**config.mk**
```make
export PLATFORM = sky130hd
export DESIGN_NAME = srb_readback
export DESIGN_NICKNAME = d
export VERILOG_FILES = /design/src/hdl/srb_pkg.sv /design/src/hdl/srb_pin_if.sv /design/src/hdl/srb_pin_sync.sv /design/src/hdl/srb_readback.sv
export VERILOG_INCLUDE_DIRS = /design/src /design/src/hdl
export SDC_FILE = /design/constraint.sdc
export NUM_CORES = 1
export LEC_CHECK = 0
export BUFFER_PORTS_ARGS = -buffer_cell sky130_fd_sc_hd__buf_4
export CAP_MARGIN = 20
export CORE_UTILIZATION = 57
export DETAILED_ROUTE_END_ITERATION = 8
export PLACE_DENSITY = 0.76
export SLEW_MARGIN = 30
export SYNTH_ARGS = -nofsm -noshare
export SYNTH_HDL_FRONTEND = slang
export SYNTH_SLANG_ARGS = --single-unit
```
**constraint.sdc**
```tcl
create_clock -name clk_sys_i -period 2.49 [get_ports clk_sys_i]
set_input_delay 0.249 -clock clk_sys_i [delete_from_list [all_inputs] [get_ports clk_sys_i]]
set_output_delay 0.249 -clock clk_sys_i [all_outputs]
set_load 0.05 [all_outputs]
```
**src/hdl/srb_map.svh**
```systemverilog
// Purpose: Constants for the serial read-back output path
// Assumes: 24-bit access cycles, MSB first
// Notes:   Definitions only
`ifndef SRB_MAP_SVH
`define SRB_MAP_SVH
`define SRB_FRAME_BITS   24
`define SRB_DIR_POS      23
`define SRB_ADDR_HI      22
`define SRB_ADDR_LO      16
`define SRB_DATA_HI      15
`define SRB_DATA_LO      0
`define SRB_CNT_W        5
`define SRB_ADDR_W       7
`define SRB_DATA_W       16
`endif

```
**src/hdl/srb_pkg.sv**
```systemverilog
// Purpose: Types for the serial read-back output path
// Assumes: Constants live in srb_map.svh
// Notes:   Types only
`include "srb_map.svh"
package srb_pkg;
   typedef logic [`SRB_FRAME_BITS-1:0] srb_word_t;
   typedef logic [`SRB_ADDR_W-1:0]     srb_addr_t;
   typedef logic [`SRB_DATA_W-1:0]     srb_data_t;
endpackage : srb_pkg

```
**src/hdl/srb_pin_if.sv**
```systemverilog
// Purpose: Carries synchronised link events from sampler to core
// Assumes: All signals on clk_sys_i
// Notes:   Pulses are one cycle wide
`timescale 1ns/10ps
`default_nettype none
interface srb_pin_if;
   logic sclk_rise;
   logic sclk_fall;
   logic sel_start;
   logic sel_end;
   logic sel_act;
   logic din;
   modport src (output sclk_rise, sclk_fall, sel_start, sel_end, sel_act,
                din);
   modport dst (input sclk_rise, sclk_fall, sel_start, sel_end, sel_act,
                din);
endinterface : srb_pin_if
`default_nettype wire

```
**src/hdl/srb_pin_sync.sv**
```systemverilog
// Purpose: Three-stage sampling of link pins and edge detection
// Assumes: Link clock far slower than clk_sys_i
// Notes:   Stage one feeds only stage two
`timescale 1ns/10ps
`default_nettype none
module srb_pin_sync (
   input  wire logic   clk_sys_i,
   input  wire logic   rst_b_i,
   input  wire logic   sclk_i,
   input  wire logic   sel_b_i,
   input  wire logic   sdi_i,
   srb_pin_if.src      pins
);
   logic [2:0] sclk_ff;
   logic [2:0] sel_ff;
   logic [2:0] din_ff;
   logic       sclk_st_ff;
   logic       sel_st_ff;
   logic       din_st_ff;
   wire        sclk_ok = sclk_ff[1] == sclk_ff[2];
   wire        sel_ok  = sel_ff[1] == sel_ff[2];

   // Sampling chains and settled levels
   always_ff @(posedge clk_sys_i) begin
      if (!rst_b_i) begin
         sclk_ff    <= 3'h0;
         sel_ff     <= 3'h7;
         din_ff     <= 3'h0;
         sclk_st_ff <= 1'b0;
         sel_st_ff  <= 1'b1;
         din_st_ff  <= 1'b0;
      end else begin
         sclk_ff <= {sclk_ff[1:0], sclk_i};
         sel_ff  <= {sel_ff[1:0], sel_b_i};
         din_ff  <= {din_ff[1:0], sdi_i};
         if (sclk_ok) sclk_st_ff <= sclk_ff[2];
         if (sel_ok) sel_st_ff <= sel_ff[2];
         if (din_ff[1] == din_ff[2]) din_st_ff <= din_ff[2];
      end
   end

   // Edge pulses once two late stages agree
   assign pins.sclk_rise = sclk_ok && sclk_ff[2] && !sclk_st_ff;
   assign pins.sclk_fall = sclk_ok && !sclk_ff[2] && sclk_st_ff;
   assign pins.sel_start = sel_ok && !sel_ff[2] && sel_st_ff;
   assign pins.sel_end   = sel_ok && sel_ff[2] && !sel_st_ff;
   assign pins.sel_act   = !sel_st_ff;
   assign pins.din       = din_st_ff;
endmodule : srb_pin_sync
`default_nettype wire

```
**src/hdl/srb_readback.sv**
```systemverilog
// Purpose: Serial output echo and read-back of a four-wire slave port
// Assumes: Host samples on the edge opposite the chosen shift edge
// Notes:   Register contents arrive on rd_data_i, combinational lookup
// Notes on behaviour
// RULE1 - Output drives only when read-back enabled
// RULE2 - Host sends full read command cycle
// RULE3 - Data returned in the following cycle
// RULE4 - Shift edge chosen by edge select bit
// RULE5 - Bit 23 echoes previous direction bit
// RULE6 - Bits 22-16 echo previous address
// RULE7 - High-Z during command, echo next cycle
// RULE8 - Data bits of read ignored
// RULE9 - Bits 15-0 carry addressed register, MSB first
`timescale 1ns/10ps
`default_nettype none
`include "srb_map.svh"
module srb_readback (
   input  wire logic                    clk_sys_i,
   input  wire logic                    rst_b_i,
   input  wire logic                    sclk_i,
   input  wire logic                    sel_b_i,
   input  wire logic                    sdi_i,
   input  wire logic                    readback_output_enable_i,
   input  wire logic                    readback_edge_select_i,
   input  wire logic [`SRB_DATA_W-1:0]  rd_data_i,
   output logic      [`SRB_ADDR_W-1:0]  rd_addr_o,
   output logic                         sdo_o,
   output logic                         sdo_oe_o,
   output logic                         wr_stb_o,
   output logic      [`SRB_FRAME_BITS-1:0] wr_word_o
);
   srb_pin_if pins ();

   srb_pin_sync u_sync (
      .clk_sys_i (clk_sys_i),
      .rst_b_i   (rst_b_i),
      .sclk_i    (sclk_i),
      .sel_b_i   (sel_b_i),
      .sdi_i     (sdi_i),
      .pins      (pins)
   );

   logic [`SRB_CNT_W-1:0]      cnt_ff;
   srb_pkg::srb_word_t         rx_ff;
   srb_pkg::srb_word_t         tx_ff;
   srb_pkg::srb_word_t         prev_ff;
   logic                       prev_vld_ff;
   logic                       echo_ff;
   logic [`SRB_ADDR_W-1:0]     rd_addr_ff;
   logic                       sdo_ff;
   logic                       oe_ff;
   logic                       wr_stb_ff;
   srb_pkg::srb_word_t         wr_word_ff;

   // Frame completion and chosen shift edge
   wire full_w   = cnt_ff == 5'(`SRB_FRAME_BITS);
   wire shift_w  = readback_edge_select_i ? pins.sclk_rise
                                          : pins.sclk_fall; // RULE4
   wire first_w  = cnt_ff == 5'h00;
   wire prev_rd  = prev_ff[`SRB_DIR_POS];
   // Echo word: read replaces data field with register contents
   wire [`SRB_FRAME_BITS-1:0] nxt_tx =
      prev_rd ? {prev_ff[`SRB_DIR_POS:`SRB_ADDR_LO], rd_data_i} // RULE9
              : prev_ff; // RULE5 RULE6
   wire nxt_oe = pins.sel_act && echo_ff && readback_output_enable_i; // RULE1

   // Receive shift on rising serial clock
   always_ff @(posedge clk_sys_i) begin
      if (!rst_b_i) begin
         cnt_ff <= 5'h00;
         rx_ff  <= 24'h000000;
      end else if (pins.sel_start) begin
         cnt_ff <= 5'h00;
      end else if (pins.sel_act && pins.sclk_rise && !full_w) begin
         cnt_ff <= cnt_ff + 5'h01;
         rx_ff  <= {rx_ff[`SRB_FRAME_BITS-2:0], pins.din};
      end
   end

   // Frame close: keep command for next cycle's echo
   always_ff @(posedge clk_sys_i) begin
      if (!rst_b_i) begin
         prev_ff     <= 24'h000000;
         prev_vld_ff <= 1'b0;
         echo_ff     <= 1'b0;
         wr_stb_ff   <= 1'b0;
         wr_word_ff  <= 24'h000000;
      end else begin
         wr_stb_ff <= 1'b0;
         if (pins.sel_start) begin
            echo_ff     <= prev_vld_ff; // RULE3 RULE7
            prev_vld_ff <= 1'b0;
         end else if (pins.sel_end) begin
            echo_ff     <= 1'b0;
            prev_vld_ff <= full_w;
            if (full_w) begin
               prev_ff   <= rx_ff; // RULE2
               wr_stb_ff <= !rx_ff[`SRB_DIR_POS]; // RULE8
               wr_word_ff <= rx_ff;
            end
         end
      end
   end

   // Address to register file, held from frame end
   always_ff @(posedge clk_sys_i) begin
      if (!rst_b_i) rd_addr_ff <= 7'h00;
      else rd_addr_ff <= prev_ff[`SRB_ADDR_HI:`SRB_ADDR_LO]; // RULE6
   end

   // Output shifter, MSB first; first bit loaded at frame start
   always_ff @(posedge clk_sys_i) begin
      if (!rst_b_i) begin
         tx_ff  <= 24'h000000;
         sdo_ff <= 1'b0;
         oe_ff  <= 1'b0;
      end else begin
         oe_ff <= nxt_oe; // RULE1 RULE7
         if (pins.sel_start) begin
            tx_ff  <= {nxt_tx[`SRB_FRAME_BITS-2:0], 1'b0};
            sdo_ff <= nxt_tx[`SRB_FRAME_BITS-1]; // RULE5
         end else if (pins.sel_act && shift_w && !first_w) begin
            tx_ff  <= {tx_ff[`SRB_FRAME_BITS-2:0], 1'b0};
            sdo_ff <= tx_ff[`SRB_FRAME_BITS-1]; // RULE4 RULE9
         end
      end
   end

   assign rd_addr_o = rd_addr_ff;
   assign sdo_o     = sdo_ff;
   assign sdo_oe_o  = oe_ff;
   assign wr_stb_o  = wr_stb_ff;
   assign wr_word_o = wr_word_ff;

   // Output never drives while read-back is disabled
   a_oe_needs_en: assert property (@(posedge clk_sys_i) disable iff (!rst_b_i)
      sdo_oe_o |-> $past(readback_output_enable_i)) // RULE1
      else $error("output driven while disabled");

   // No drive outside a selected frame
   a_oe_in_frame: assert property (@(posedge clk_sys_i) disable iff (!rst_b_i)
      $past(!pins.sel_act) |-> !sdo_oe_o) // RULE7
      else $error("output driven outside frame");

   // Echo only in frame following a complete one
   a_echo_after: assert property (@(posedge clk_sys_i) disable iff (!rst_b_i)
      pins.sel_start && !prev_vld_ff |=> !echo_ff) // RULE3
      else $error("echo without preceding command");

   // First echoed bit is the stored direction bit
   a_dir_echo: assert property (@(posedge clk_sys_i) disable iff (!rst_b_i)
      pins.sel_start |=> sdo_o == $past(prev_ff[`SRB_DIR_POS])) // RULE5
      else $error("direction bit not echoed");

   // Address bus follows stored address
   a_addr_echo: assert property (@(posedge clk_sys_i) disable iff (!rst_b_i)
      ##1 rd_addr_o == $past(prev_ff[`SRB_ADDR_HI:`SRB_ADDR_LO])) // RULE6
      else $error("address not presented");

   // Read commands never strobe a write
   a_read_no_wr: assert property (@(posedge clk_sys_i) disable iff (!rst_b_i)
      wr_stb_o |-> !wr_word_o[`SRB_DIR_POS]) // RULE8
      else $error("read produced write");

   // Output only changes on chosen edge or frame start
   a_shift_edge: assert property (@(posedge clk_sys_i) disable iff (!rst_b_i)
      $changed(sdo_o) |-> $past(pins.sel_start || shift_w)) // RULE4
      else $error("output moved off shift edge");

   // Read data loaded behind echoed header
   a_read_load: assert property (@(posedge clk_sys_i) disable iff (!rst_b_i)
      pins.sel_start && prev_rd |=>
         tx_ff[`SRB_DATA_HI+1:1] == $past(rd_data_i)) // RULE9
      else $error("register data not loaded");
endmodule : srb_readback
`default_nettype wire

```
==> results of run 1 <==
-- routing by layer --
metal  GRT usage (%)  vias to the layer above  part of all wire, %
met5               0                        -                    0
met4            4.55                        0                 0.60
met3            6.29                        4                  3.2
met2            34.6                       60                   47
met1            31.1                     1426                   49
li1                -                     1591                    -
-- cells in the final DEF (no fill, tap or decap), drive strengths merged --
cell type,synthesis,layout
nand2,137,137
dfxtp,100,100
buf,13,65
a21boi,49,49
mux2i,40,40
o211ai,16,16
and2,16,16
a21oi,12,12
clkbuf,19,11
o21ai,10,10
inv,7,9
ha,6,6
nor2,3,3
nand4b,2,2
nand3b,2,2
nand2b,2,2
nand4,2,2
xor2,2,2
nor2b,2,2
clkinv,0,2
nor3,2,2
nor3b,2,2
or3,1,1
nor4b,1,1
a211oi,1,1
or2,1,1
o22ai,1,1
xnor2,1,1
mux2,1,1
and4b,1,1
bufinv,0,1
-- layout make-up --
type | instances | area, µm²
Fill cell | 571 | 2120
Sequential cell | 100 | 2000
Multi-Input combinational cell | 313 | 1900
Timing Repair Buffer | 65 | 488
Clock buffer | 11 | 151
Tap cell | 96 | 120
Clock inverter | 5 | 67.6
Inverter | 7 | 26.3
-- power groups by stage --
stage / Clock, mW / Sequential, mW / Combinational, mW
after floorplan: 0 / 1.65 / 0.0501
after global placement: 0 / 1.65 / 0.0819
after detailed placement: 0 / 1.65 / 0.0828
after CTS: 1.11 / 1.61 / 0.0830
after global routing: 1.19 / 1.61 / 0.0910
final: 1.08 / 1.61 / 0.0819
-- cells by family after synthesis --
| group | share of synthesized area (%) |
|---|---|
| compound gates | 15.0 |
| xor+xnor | 0.644 |
| fa+ha+maj | 1.84 |
| buf+inv | 4.57 |
| flops | 49.0 |
| mux | 10.1 |
| simple gates | 18.8 |
-- stage by stage --
step                cells  setup WS (ps)  total power [mW]  hold slack (ps)  cell area (µm²)
finish                597            533              2.77             75.7             4750
detailed placement    581            526              1.73              403             4530
CTS                   597            491              2.80             65.9             4750
global route          597            294              2.90             63.3             4750
global placement      581            662              1.73              389             4530
floorplan             452            713              1.70              350             4080
-- state kept, by name (all words and copies together) (netlist names) --
register / count
wr_stb_o: 1
sdo_oe_o: 1
u_sync.pins.din: 1
rd_addr_o: 7
u_sync.sclk_st_ff: 1
rx_ff: 24
tx_ff: 23
echo_ff: 1
u_sync.din_ff: 3
u_sync.sclk_ff: 3
cnt_ff: 5
wr_word_o: 24
sdo_o: 1
u_sync.sel_st_ff: 1
u_sync.sel_ff: 3
prev_vld_ff: 1
-- worst min path at each step --
stage                  endpoint  depth (start not counted)
5_1_grt        u_sync.din_ff[0]                          2
2_1_floorplan  u_sync.sel_ff[0]                          1
3_5_place_dp   u_sync.sel_ff[1]                          1
6_report       u_sync.sel_ff[0]                          2
4_1_cts        u_sync.sel_ff[0]                          2
3_3_place_gp   u_sync.sel_ff[1]                          1
-- worst max-delay path, stage by stage, from the launching register on --
cell and delay (ps):
dfxtp_1 400, inv_1 60, ha_1 200, nand4b_1 180, or3_1 680, nand2_1 140
a21boi_0 210
==> results.tsv, run 1 <==
metric	value	unit
status	finished, final reports clean	
startpoint	cnt_ff[0]	
synth_edf_count	0	
cts_sinks	100	
final_max_slew_viol_count	0	
seqPwrFrac	58.1	%
coreArea	6870	µm²
power_density	583	nW/µm²
grt_util_all_layers	22.3	%
clockBufferDepth	2	
p_sw	0.590	mW
critPathRequiredTime	2760	ps
holdCritPathClass	in -> reg	
cts_hold_buffers	0	
grt_max_degree	69	
p_leak	1.67	nW
final.setup.tns	0	ps
ys.flop_type	dfxtp_1	
critPathLaunchType	register	
gp_congestion	0.759	
max_slew_margin	45.7	%
drt_iter0_drc	106	
p_clk_share	38.9	%
switching_share	21.3	%
yosysWarnings	0	
path_class	reg -> reg	
die_w	86.6	µm
initial_core_util	59.4	%
r2r_end	wr_word_o[11]	
timing.fmax	511	MHz
globalRouteOverflowTotal	0	
synthDistinctLibCells	35	
ioPinCount	57	
io_buffers	56	
grt_pass1_vias	2768	
grt_pass1_wl	13.0	mm
rows	30	
crit_path_end	wr_word_o[11]	
clock_latency	350	ps
p_comb_share	3.0	%
internal_power	2.18	mW
ys_ff_latch	100	
syn_inst	452	
drive_gt1_share	17.2	%
cts_tree	yes	
path_clk_slew	100	ps
synth_top_area_share	49.0	%
antenna_found_initial	0	
fin_skew	11.7	ps
irDropWorstVdd	369	µV
hp-start	sel_b_i	
ff2ff_path_depth	6	
fin_crit_sh	78.6	%
cts_resized	0	
htree_levels	3	
synth_top_cell_by_area	dfxtp_1	
cts_setup_buffers	0	
fin_crit	1960	ps
crit_arrival	2230	ps
dr.pass1.iters	4	
setup_viol	0	
vias_per_cell	5.16	
yosysSeqAreaShare	49.0	%
drc	0	
syn_to_final_growth	16.5	%
cp-end-kind	register	
numCtsBuffers	9	
hold_viol_final	0	
final_core_util	69.2	%
yosysMostFrequentCell	nand2_1	
die_area	7500	µm²
synthTopCellsByArea	dfxtp_1, nand2_1, mux2i_1, a21boi_0, o211ai_1	
dpl.hpwl	5.41	mm
synth_common_cells	nand2_1, dfxtp_1, a21boi_0	
worstMarginPinSlew	815	ps
ant_nets	0	
r2r-start	cnt_ff[0]	
antennaDiodeCount	0	
cp_max_fo	26	
die_h	86.6	µm
syn_nets	481	
rsz0062_at_grt	false	
async_flop_share	0	%
avgSynthCellArea	9.03	µm²
root_buffer	clkbuf_8	
routed_wirelength	7.68	mm
maxCapViolCount	0	
routedWlPerCell	12.9	µm
syn-cell-area	4080	µm²
finalNetCount	525	
detailroute.via_count	3081	
reg2reg_slack	530	ps
Note: power is estimated with default switching activity, not from simulation.
==> run 2: changes to the inputs <==
--- a/config.mk
+++ b/config.mk
@@ -8,9 +8,9 @@
 export LEC_CHECK = 0
 export BUFFER_PORTS_ARGS = -buffer_cell sky130_fd_sc_hd__buf_4
 export CAP_MARGIN = 20
-export CORE_UTILIZATION = 57
+export CORE_UTILIZATION = 51
 export DETAILED_ROUTE_END_ITERATION = 8
-export PLACE_DENSITY = 0.76
+export PLACE_DENSITY = 0.72
 export SLEW_MARGIN = 30
 export SYNTH_ARGS = -nofsm -noshare
 export SYNTH_HDL_FRONTEND = slang
==> constraint.sdc (replaced) <==
create_clock -name clk_sys_i -period 1.6 [get_ports clk_sys_i]
set_input_delay 0.16 -clock clk_sys_i [delete_from_list [all_inputs] [get_ports clk_sys_i]]
set_output_delay 0.16 -clock clk_sys_i [all_outputs]
set_load 0.05 [all_outputs]
==> run 2 against run 1 <==
Effect of this change: critical path depth rose by 3; clock power rose by 53%; non-clock buffer count rose by 17; combinational power rose by 79%; via count rose by 3.9%; sequential cell count did not move; global-route usage fell by 1.9 points.
==> results.tsv, run 2 (synthesis results as in run 1) <==
metric	value	unit
fillers	646	
rows	32	
ioPinCount	57	
internal_power	3.33	mW
worstMarginPinSlew	342	ps
die_h	91.5	µm
met3_length	256	µm
cts_tree	yes	
placed_cell_area	4680	µm²
cp_slowest_stage_delay	330	ps
critPathLaunchType	register	
crit_buf_inv	4	
final-seq-area	2010	µm²
p_comb_share	3.4	%
worst_hold_slack	24.8	ps
status	finished, final reports clean	
fin_crit_sh	99.2	%
p_leak	1.82	nW
vias_per_cell	5.16	
ant_nets	0	
root_buffer	clkbuf_8	
htree_levels	3	
path_class	reg -> reg	
drc	0	
dp_cells	595	
switching_share	22.7	%
timing.fmax	630	MHz
max_slew_margin	77.2	%
met1_length	4.08	mm
path_clk_slew	90	ps
multiInputGateArea	1970	µm²
globalRouteOverflowTotal	0	
fin_skew	13.7	ps
cts_sinks	100	
grt_pass1_wl	13.5	mm
final_cell_count_no_fill	620	
crit_chain	inv_2, ha_4, nand4b_1, buf_4, nor3_4, buf_6, clkbuf_16, nand2_1, a21boi_1	
initial_core_util	52.8	%
fin_crit	1590	ps
grt_util_all_layers	20.3	%
detailroute.via_count	3201	
coreArea	7730	µm²
p_clk_share	38.3	%
drt_iter0_drc	106	
stdcell_area	5070	µm²
crit_arrival	1870	ps
dpl.hpwl	5.71	mm
cp_max_fo	6	
holdCritPathClass	in -> reg	
hold_viol_final	0	
maxCapViolCount	0	
die_area	8360	µm²
antennaDiodeCount	0	
clockBufferDepth	2	
irDropWorstVdd	601	µV
numCtsBuffers	9	
gp_congestion	0.804	
routed_wirelength	8.75	mm
critPathRequiredTime	1890	ps
final_cell_mix	nand2_1, dfxtp_1, buf_4	
cp-end-kind	register	
met2WireLength	4.34	mm
routedWlPerCell	14.1	µm
dr.pass1.iters	4	
final.setup.tns	0	ps
grt_max_degree	79	
p_sw	0.980	mW
drive_gt1_share	24.3	%
seqPwrFrac	58.3	%
top_layer_used	met4	
power_density	849	nW/µm²
clock_latency	360	ps
grt_pass1_vias	2857	
finalNetCount	542	
cpMaxStageDelayCell	dfxtp_2	
io_buffers	56	
rsz0062_at_grt	true	
cp_top_family	buffers and inverters	
die_w	91.5	µm
setup_viol	0	
final_common_cell	nand2_1	
final_max_slew_viol_count	0	
antenna_found_initial	0	
syn_to_final_growth	24.2	%
## run 2: per-layer routing
| layer | vias to the layer above | global-route usage, % |
|---|---|---|
| li1 | 1621 | - |
| met1 | 1522 | 26.8 |
| met2 | 49 | 32.9 |
| met3 | 9 | 4.27 |
| met4 | 0 | 7.01 |
| met5 | - | 0 |
## run 2: path summary, 6_finish.rpt
check / depth (start not counted) / startpoint / slack (ps) / end
max: 9 / cnt_ff[1] / 10 / wr_word_o[2]
min: 2 / sdi_i / 20 / u_sync.din_ff[0]
max reg2reg: 9 / cnt_ff[1] / 10 / wr_word_o[2]
min reg2reg: 1 / u_sync.sel_ff[0] / 420 / u_sync.sel_ff[1]
## run 2: worst register-to-register path, delay by kind of cell (launching register included)
kind                     cells  cell delay [ps]
flip-flops                   1              330
AO/OA/AOI/OAI                1              110
adder cells (fa/ha/maj)      1              130
buffers and inverters        4              530
AND/OR/NAND/NOR              3              420
## run 2: power groups by stage
stage	clock network (mW)	registers (mW)	logic, mW
after floorplan	0	2.56	0.0781
after global routing	1.79	2.51	0.160
after global placement	0	2.57	0.135
after detailed placement	0	2.57	0.137
after CTS	1.68	2.51	0.142
final	1.65	2.51	0.147
## run 2: cell type report
class	count	area share [%]
tap	102	2.52
timing repair buffer	82	14.5
sequential	100	39.6
inverter	7	0.518
clock inverter	7	1.60
clock buffer	9	2.44
multi-input combinational	313	38.8
## run 2: per-stage QoR
stage	total power, mW	util [%]	setup slack [ps]
after floorplan	2.64	-	-126
after global placement	2.70	60.6	85.0
after detailed placement	2.70	60.6	47.8
after CTS	4.33	63.5	9.74
after global routing	4.46	65.6	-104
final	4.31	65.6	13.4
## run 2: what timing repair did
action / in CTS / in global routing
hold buffers: 2 / 0
endpoints found under the hold margin: 2 / 0
endpoints found under the setup margin: 0 / 53
gates resized for setup: 0 / 45
setup buffers: 0 / 3
==> run 3: changes to the inputs <==
--- a/config.mk
+++ b/config.mk
@@ -8,6 +8,7 @@
 export LEC_CHECK = 0
 export BUFFER_PORTS_ARGS = -buffer_cell sky130_fd_sc_hd__buf_4
 export CAP_MARGIN = 20
+export CORE_ASPECT_RATIO = 1.2
 export CORE_UTILIZATION = 51
 export DETAILED_ROUTE_END_ITERATION = 8
 export PLACE_DENSITY = 0.72
==> run 3 against run 2 <==
Effect of this change: register-to-register slack better by 20 ps; worst setup slack better by 21 ps; cell area hardly changed; final cell count is 2.1% lower; count of clock-buffer cells in the layout stayed put; critical path depth is 3 lower; sequential power hardly changed; global-route usage hardly changed; sequential cell count stayed put; total power is 1.2% higher; first-iteration DRC count is 1.9% lower.
==> results.tsv, run 3 (synthesis results as in run 1) <==
metric	value	unit
power_density	859	nW/µm²
drc	0	
cp_max_fo	7	
fin_crit	1570	ps
grt_pass1_wl	13.8	mm
grt_util_all_layers	20.4	%
drt_iter0_drc	104	
worstMarginPinSlew	331	ps
coreArea	7710	µm²
post-place-ws	5.34	ps
cts_tree	yes	
dpl.hpwl	5.72	mm
crit_arrival	1850	ps
clock_latency	360	ps
maxCapViolCount	0	
grt_max_degree	38	
root_buffer	clkbuf_8	
crit_buf_inv	1	
die_area	8370	µm²
critPathRequiredTime	1890	ps
critPathLaunchType	register	
fin_crit_sh	97.9	%
irDropWorstVdd	633	µV
status	finished, final reports clean	
rsz0062_at_grt	true	
cp_top_family	flip-flops	
detailroute.via_count	3122	
timing.fmax	639	MHz
clockBufferDepth	2	
cts_sinks	100	
finalWorstSetupSlack	34.2	ps
grt_pass1_vias	2961	
initial_core_util	53.0	%
dr.pass1.iters	4	
hold_viol_final	0	
globalRouteOverflowTotal	0	
htree_levels	3	
cp_slowest_stage_delay	380	ps
max_slew_margin	77.9	%
io_buffers	56	
cpMaxStageDelayCell	dfxtp_4	
worst_hold_slack	80.5	ps
final_common_cell	nand2_1	
routed_wirelength	8.34	mm
die_w	83.7	µm
routedWlPerCell	13.7	µm
p_leak	1.81	nW
cp-end-kind	register	
fin_skew	10.5	ps
fillers	661	
antennaDiodeCount	0	
setup_viol	0	
numCtsBuffers	9	
rows	35	
finalPower	4.36	mW
final_core_util	65.8	%
finalNetCount	539	
crit_chain	ha_4, nand3b_1, a211oi_4, or2_4, clkbuf_16, mux2i_1	
gp_congestion	0.772	
vias_per_cell	5.14	
final_cell_mix	nand2_1, dfxtp_1, buf_4	
die_h	100	µm
drive_gt1_share	21.6	%
holdCritPathClass	in -> reg	
path_clk_slew	100	ps
ioPinCount	57	
final_max_slew_viol_count	0	
syn_to_final_growth	24.3	%
antenna_found_initial	0	
ant_nets	0	
path_class	reg -> reg	
## run 3: cell types whose count changed in the layout (fill, tap and decap cells not counted), sizes merged
cell	before	now
buf	78	74
dlygate4sd3	2	3
## run 3: worst paths after layout
path | cells past startpoint | startpoint | slack (ps) | end
worst max-delay path | 6 | u_sync.sclk_ff[1] | 30 | tx_ff[3]
worst min-delay path | 2 | readback_output_enable_i | 80 | sdo_oe_o
worst max register to register | 6 | u_sync.sclk_ff[1] | 30 | tx_ff[3]
worst min register to register | 1 | u_sync.sel_ff[0] | 430 | u_sync.sel_ff[1]
## run 3: where the power goes
group | internal [mW] | switching (mW) | leakage [nW]
clock | 0.764 | 0.937 | 0.109
sequential | 2.50 | 0.0111 | 0.809
combinational | 0.0838 | 0.0655 | 0.887
## run 3: cell type report
cell class / instances / area (µm²) / share of cell area [%]
Timing Repair Buffer: 79 / 747 / 14.7
Clock inverter: 7 / 92.6 / 1.82
Multi-Input combinational cell: 313 / 1960 / 38.5
Inverter: 7 / 26.3 / 0.518
Tap cell: 92 / 115 / 2.27
Sequential cell: 100 / 2010 / 39.7
Clock buffer: 9 / 124 / 2.44
## run 3: layer usage
layer  vias to the layer above  part of all wire, %  track usage [%]  routed length [µm]
li1                       1621                    -                -                   -
met4                         0                  1.1             8.74                  95
met2                        35                   48             32.9                4010
met1                      1459                   49             27.2                4050
met3                         7                  2.3             3.13                 188
met5                         -                    0                0                   0
## run 3: worst reg2reg max path: stages (launching register included)
cell and delay, ps:
dfxtp_4 380, ha_4 130, nand3b_1 130, a211oi_4 310
or2_4 210, clkbuf_16 160, mux2i_1 170
## run 3: metrics by stage
| stage | setup TNS [ps] | std cells | area (µm²) |
|---|---|---|---|
| 5_1_grt | -620 | 607 | 5070 |
| 2_1_floorplan | -1260 | 452 | 4100 |
| 6_report | 0 | 607 | 5070 |
| 4_1_cts | 0 | 605 | 4960 |
| 3_3_place_gp | 0 | 586 | 4710 |
| 3_5_place_dp | 0 | 586 | 4710 |
## run 3: what timing repair did
| action | in CTS | in global routing |
|---|---|---|
| resized for setup | 0 | 31 |
| hold buffers | 3 | 0 |
| setup endpoints to repair | 5 | 51 |
| gates cloned | 0 | 2 |
| hold endpoints to repair | 3 | 0 |
| buffers inserted | 0 | 0 |
| pin swaps | 2 | 2 |
